--- src/bmsd_pkg.sv ---
// Purpose: shared constants and types for the boot memory swap decoder
// Assumes: 8-bit mcu bus with 16-bit address, separate program/data strobes
// Notes: space-select values and page bit positions live here

package bmsd_pkg;

    // memory-space select register values
    localparam logic [7:0] SPACE_BOOT_RESET = 8'h00;
    localparam logic [7:0] SPACE_MAIN_PROG = 8'h06;
    localparam logic [7:0] SPACE_FINAL = 8'h0C;
    // memory-space select register bits
    localparam int SPACE_BIT_MAIN_PROG = 2;
    localparam int SPACE_BIT_MAIN_DATA = 0;
    localparam int SPACE_BIT_SEC_PROG = 1;
    localparam int SPACE_BIT_SEC_DATA = 3;

    // page register fields
    localparam int PAGE_BIT_SWAP = 7;
    localparam int PAGE_BIT_HALF = 6;
    localparam logic [7:0] PAGE_RESET = 8'h00;

    // address windows (upper address bits)
    localparam logic [1:0] ADDR_TOP_HALF = 2'h2;
    localparam logic [1:0] ADDR_TOP_QUARTER = 2'h3;
    localparam logic [4:0] SRAM_BASE_HI = 5'h0E;

    // bus cycle seen by the decoder
    typedef struct packed {
        logic [15:0] addr;
        logic progFetch;
        logic dataAccess;
    } bmsd_bus_t;

    // chip-select group
    typedef struct packed {
        logic bootSegZero;
        logic bootSegOne;
        logic mainSegZero;
        logic mainSegOne;
        logic mainUpper;
        logic secData;
        logic secBootHalf;
        logic sram;
    } bmsd_cs_t;

endpackage

--- src/bmsd_regs.sv ---
// Purpose: space-select and page registers with write strobes
// Assumes: writes are single-cycle strobes synchronous to clk
// Notes: both registers read back at any time

`timescale 1ns/1ps
`default_nettype none

module bmsd_regs (
    input wire logic clk,
    input wire logic reset,
    input wire logic spaceWrite,
    input wire logic pageWrite,
    input wire logic [7:0] writeData,
    output logic [7:0] spaceValue,
    output logic [7:0] pageValue
);
    logic [7:0] space_reg;
    logic [7:0] page_reg;

    // stored at end of write cycle, reset restores boot map
    always_ff @(posedge clk or posedge reset) begin
        if (reset) begin
            space_reg <= bmsd_pkg::SPACE_BOOT_RESET;
            page_reg <= bmsd_pkg::PAGE_RESET;
        end else begin
            if (spaceWrite) begin
                space_reg <= writeData;
            end
            if (pageWrite) begin
                page_reg <= writeData;
            end
        end
    end

    assign spaceValue = space_reg;
    assign pageValue = page_reg;
endmodule

`default_nettype wire

--- src/bmsd_decoder.sv ---
// Purpose: chip-select decode for boot swap memory map
// Assumes: bus inputs synchronous; program fetch and data access exclusive
// Notes: selects are registered outputs, one cycle after the address

`timescale 1ns/1ps
`default_nettype none

module bmsd_decoder (
    input wire logic clk,
    input wire logic reset,
    input wire bmsd_pkg::bmsd_bus_t bus,
    input wire logic spaceWrite,
    input wire logic pageWrite,
    input wire logic [7:0] writeData,
    output logic [7:0] spaceRead,
    output logic [7:0] pageRead,
    output logic [1:0] mainPage,
    output bmsd_pkg::bmsd_cs_t chipSel
);
    logic [7:0] spaceValue;
    logic [7:0] pageValue;
    logic [7:0] spaceRead_reg;
    logic [7:0] pageRead_reg;
    logic [1:0] mainPage_reg;
    bmsd_pkg::bmsd_cs_t cs_reg;
    bmsd_pkg::bmsd_cs_t cs_next;

    bmsd_regs regs (
        .clk(clk),
        .reset(reset),
        .spaceWrite(spaceWrite),
        .pageWrite(pageWrite),
        .writeData(writeData),
        .spaceValue(spaceValue),
        .pageValue(pageValue)
    );

    // region qualifiers
    wire mainInProg = spaceValue[bmsd_pkg::SPACE_BIT_MAIN_PROG];
    wire mainInData = spaceValue[bmsd_pkg::SPACE_BIT_MAIN_DATA];
    wire secInProg = !spaceValue[bmsd_pkg::SPACE_BIT_SEC_DATA];
    wire secInData = spaceValue[bmsd_pkg::SPACE_BIT_SEC_DATA];
    wire swapBit = pageValue[bmsd_pkg::PAGE_BIT_SWAP];
    wire halfBit = pageValue[bmsd_pkg::PAGE_BIT_HALF];
    wire [1:0] pageSel = pageValue[1:0];
    wire lowHalf = !bus.addr[15];
    wire lowQuarter = bus.addr[15:14] == 2'h0;
    wire secondQuarter = bus.addr[15:14] == 2'h1;
    wire upperHalf = bus.addr[15] == 1'h1;
    wire topQuarter = bus.addr[15:14] == bmsd_pkg::ADDR_TOP_QUARTER;
    wire sramHit = bus.dataAccess && bus.addr[15:11] == bmsd_pkg::SRAM_BASE_HI;
    wire mainAccess = (bus.progFetch && mainInProg) || (bus.dataAccess && mainInData);
    wire bootAccess = bus.progFetch && secInProg && !swapBit;

    // boot area holds boot flash unless swapped out
    assign cs_next.bootSegZero = bootAccess && lowQuarter;
    assign cs_next.bootSegOne = bootAccess && secondQuarter;
    // swapped: main segments zero and one take the boot area
    assign cs_next.mainSegZero = mainAccess && lowQuarter && (swapBit || !bus.progFetch || !secInProg);
    assign cs_next.mainSegOne = mainAccess && secondQuarter && (swapBit || !bus.progFetch || !secInProg);
    assign cs_next.mainUpper = mainAccess && upperHalf && pageSel != 2'h3;
    // secondary flash in data space, one half exposed at a time
    assign cs_next.secData = bus.dataAccess && secInData && !halfBit && topQuarter;
    assign cs_next.secBootHalf = bus.dataAccess && secInData && halfBit && upperHalf;
    assign cs_next.sram = sramHit && !(secInData && upperHalf) && lowHalf;

    // registered outputs
    always_ff @(posedge clk or posedge reset) begin
        if (reset) begin
            cs_reg <= '0;
            spaceRead_reg <= bmsd_pkg::SPACE_BOOT_RESET;
            pageRead_reg <= bmsd_pkg::PAGE_RESET;
            mainPage_reg <= 2'h0;
        end else begin
            cs_reg <= cs_next;
            spaceRead_reg <= spaceValue;
            pageRead_reg <= pageValue;
            mainPage_reg <= pageSel;
        end
    end

    assign chipSel = cs_reg;
    assign spaceRead = spaceRead_reg;
    assign pageRead = pageRead_reg;
    assign mainPage = mainPage_reg;
endmodule

`default_nettype wire

--- config.mk ---
export PLATFORM = sky130hd
export DESIGN_NAME = bmsd_decoder
export DESIGN_NICKNAME = d
export VERILOG_FILES = /design/src/bmsd_pkg.sv /design/src/bmsd_regs.sv /design/src/bmsd_decoder.sv
export SDC_FILE = /design/constraint.sdc
export NUM_CORES = 1
export LEC_CHECK = 0
export ABC_AREA = 0
export BUFFER_PORTS_ARGS = -buffer_cell sky130_fd_sc_hd__buf_2
export CORE_AREA = 2 2 61 63
export DETAILED_ROUTE_END_ITERATION = 7
export DIE_AREA = 0 0 63 65
export PLACE_DENSITY = 0.75
export REMOVE_ABC_BUFFERS = 1
export SETUP_SLACK_MARGIN = 0.1
export SYNTH_ARGS = -nofsm -noshare
export SYNTH_HDL_FRONTEND = slang
export SYNTH_SLANG_ARGS = --single-unit
--- constraint.sdc ---
create_clock -name clk -period 1.4 [get_ports clk]
set_clock_uncertainty 0.2 [all_clocks]
set_input_delay 0.07 -clock clk [delete_from_list [all_inputs] [get_ports clk]]
set_output_delay 0.07 -clock clk [all_outputs]
set_load 0.01 [all_outputs]
==> metrics.txt <==
sequential cell area 1001 um2; post-synthesis instance area 1321 um2; Worst path most repeated cell nor3b_2; Critical Path, Cell by Cell nor3b_2 -> nor3b_2; area of the multi-input gates 271.5 um2; CTS tree done; Synth area leaders dfrtp_1 76%, mux2_2 13%, nor3b_2 1.9%; pwr/cell area 1174 nW/um2; final worst path period share 85.11%; P_leak 0.0008946 uW; Die ar. 4095 um2; DRT antenna net count 0; cell with the most instances after synthesis dfrtp_1; met1 wire length 939 um; DR vias 852; Critical Path Max Stage Delay 0.43 ns; synthesis-stage register bit count 40; Hold WS 0.07552 ns; CTS Sinks 40; max layer used met4; largest net degree at the start of global routing 24; Final Util 52.36%; Crit path buffers/inverters 0; library cells used by synthesis 18; number of global-route vias before repair 902; synth warn 0; Area growth, synth to finish 38.54%; root buffer cell clkbuf_4; DRC Markers 0; Port Buf Inserts 44; Async S/R FF share, synth 100.0%; average size of a mapped cell 17.16 um2; fillers 314; final worst slack 0.2084 ns; critical path type flip-flop to flip-flop; # diodes 0; fin crit period 1.192 ns; core area 3496 um2; Post-Synthesis Cells 77; post-synth top area cell dfrtp_1; Crit. End Element flip-flop; worst rel slew slack 69.78%; startpoint types flip-flop; Ports 56; Worst-Margin Slew 0.4529 ns; maximum clock rate 839.2 MHz; TritonRoute pass-1 iters 4; clock slew at reported path FFs 0.11 ns; CP top delay family simple AND/OR/NAND/NOR gates; cell area after placement 1592 um2; Max stage delay cell, worst path dfrtp_1; gr ovfl total 0; Starting Density 37.80%; Die H 65 um; commonest cells in the netlist 40 x dfrtp_1, 15 x mux2_2, 3 x inv_1; drt initial violations 30; Post-Layout Inst Area 1831 um2; status finished, final reports clean; DIE WIDTH 63 um; Critical Path RT 1.46 ns; final hold vios 0; Pins Over Slew Limit 0; Crit path arrival time 1.25 ns; clock latency at the later pin of the worst-skew pair 0.33 ns; metal2 WL 1.304 mm; RSZ-0062 raised after global routing no; layout cell share with drive strength beyond 1 48.28%; Site Rows 22; Max IR drop VDD 413.1 uV; H-tree levels 2; Setup Viol. Count Final 0; average wire per standard cell 12.88 um; gr usage total 14.01%; maximum clock insertion buffer count 2; Via-to-Cell Ratio 4.415; DP HPWL 1.754 mm; Met3 Wirelength 210 um; Main synth FF type dfrtp_1; crit-path max FO 4; min-delay worst type primary input to async pin; EDFF count, synth 0; Layout Nets 174; gpl congestion 0.7533; maxcap violations 0; worst slack, placed 0.2362 ns; initial antenna violation count 0; Seq/Total Area, Yosys 75.76%; wirelength, routed 2.485 mm; top-area cell type share of the netlist area 75.76%; setup TNS 0 ns; TritonCTS buffer count 5; first-pass GRT wire length 4.215 mm
[metal layers]
| layer | GRT usage [%] | up-vias |
|---|---|---|
| met3 | 6.424 | 5 |
| met4 | 6.111 | 0 |
| li1 | - | 392 |
| met2 | 25.00 | 43 |
| met5 | 0 | - |
| met1 | 13.97 | 412 |
[placed cells by master (no fill, tap or decap)]
master         Yosys  layout
clkbuf_8           0       1
inv_1              3       3
nor2_1             2       2
mux2_2            15      15
a22oi_1            1       1
nand2b_1           1       1
nand3_1            1       1
nor3_1             1       1
nor4_1             1       1
nor3b_1            1       1
dfrtp_1           40      40
nor3b_2            2       2
and3_2             1       1
nand4b_1           1       1
buf_4              2       1
dlygate4sd3_1      0      18
nand2_1            1       1
clkbuf_1           0       2
buf_12             0       1
o21ai_0            1       1
a211oi_1           1       1
clkbuf_4           0       5
buf_2              0      44
[kinds of logic (layout without fill, tap and decap cells)]
| kind of cell | count (synthesis) | after routing | synth area share, % |
|---|---|---|---|
| buffers and inverters | 7 | 75 | 3.693 |
| muxes | 15 | 15 | 12.78 |
| AOI/OAI and AO/OA | 3 | 3 | 1.515 |
| DFF | 40 | 40 | 75.76 |
| and+or+nand+nor | 12 | 12 | 6.250 |
[power breakdown]
part	switching, uW	internal, uW	total (uW)
combinational	127	147	274
sequential	43.5	1250	1300
clock	329	248	577
total	500	1650	2150
[worst paths after layout]
check / startpoint / end / slack [ns] / depth (start not counted)
max in group asynchronous: reset / regs.pageValue[0]$_DFFE_PP0P_ / 0.44 / 4
worst max register to register: regs.spaceValue[3]$_DFFE_PP0P_ / chipSel[7]$_DFF_PP0_ / 0.21 / 2
worst min-delay path: reset / spaceRead[4]$_DFF_PP0_ / 0.08 / 3
worst min register to register: regs.pageValue[2]$_DFFE_PP0P_ / pageRead[2]$_DFF_PP0_ / 0.19 / 0
worst max-delay path: regs.spaceValue[3]$_DFFE_PP0P_ / chipSel[7]$_DFF_PP0_ / 0.21 / 2
min in group clk: regs.pageValue[2]$_DFFE_PP0P_ / pageRead[2]$_DFF_PP0_ / 0.19 / 0
[final cells by class]
class	instances	share of cell area [%]
Inverter	3	0.6152
Tap cell	48	3.281
Timing Repair Buffer	64	23.38
Sequential cell	40	54.68
Clock buffer	8	3.213
Multi-Input combinational cell	30	14.83
[stage by stage]
| step | total power (uW) | cells |
|---|---|---|
| 6_report | 2149 | 193 |
| 5_1_grt | 2271 | 193 |
| 4_1_cts | 2172 | 193 |
| 3_5_place_dp | 1561 | 167 |
| 3_3_place_gp | 1548 | 167 |
| 2_1_floorplan | 1427 | 73 |
[worst register-to-register path, cell delays in order, from the launching register on]
cell,delay [ns]
dfrtp_1,0.43
nor3b_2,0.28
nor3b_2,0.21
[what timing repair did]
item	4_1_cts	5_1_grt
hold buffers	18	0
hold endpoints to repair	64	0
gates resized for setup	0	0
buffers inserted	0	0
Note: power is estimated with default switching activity, not from simulation.
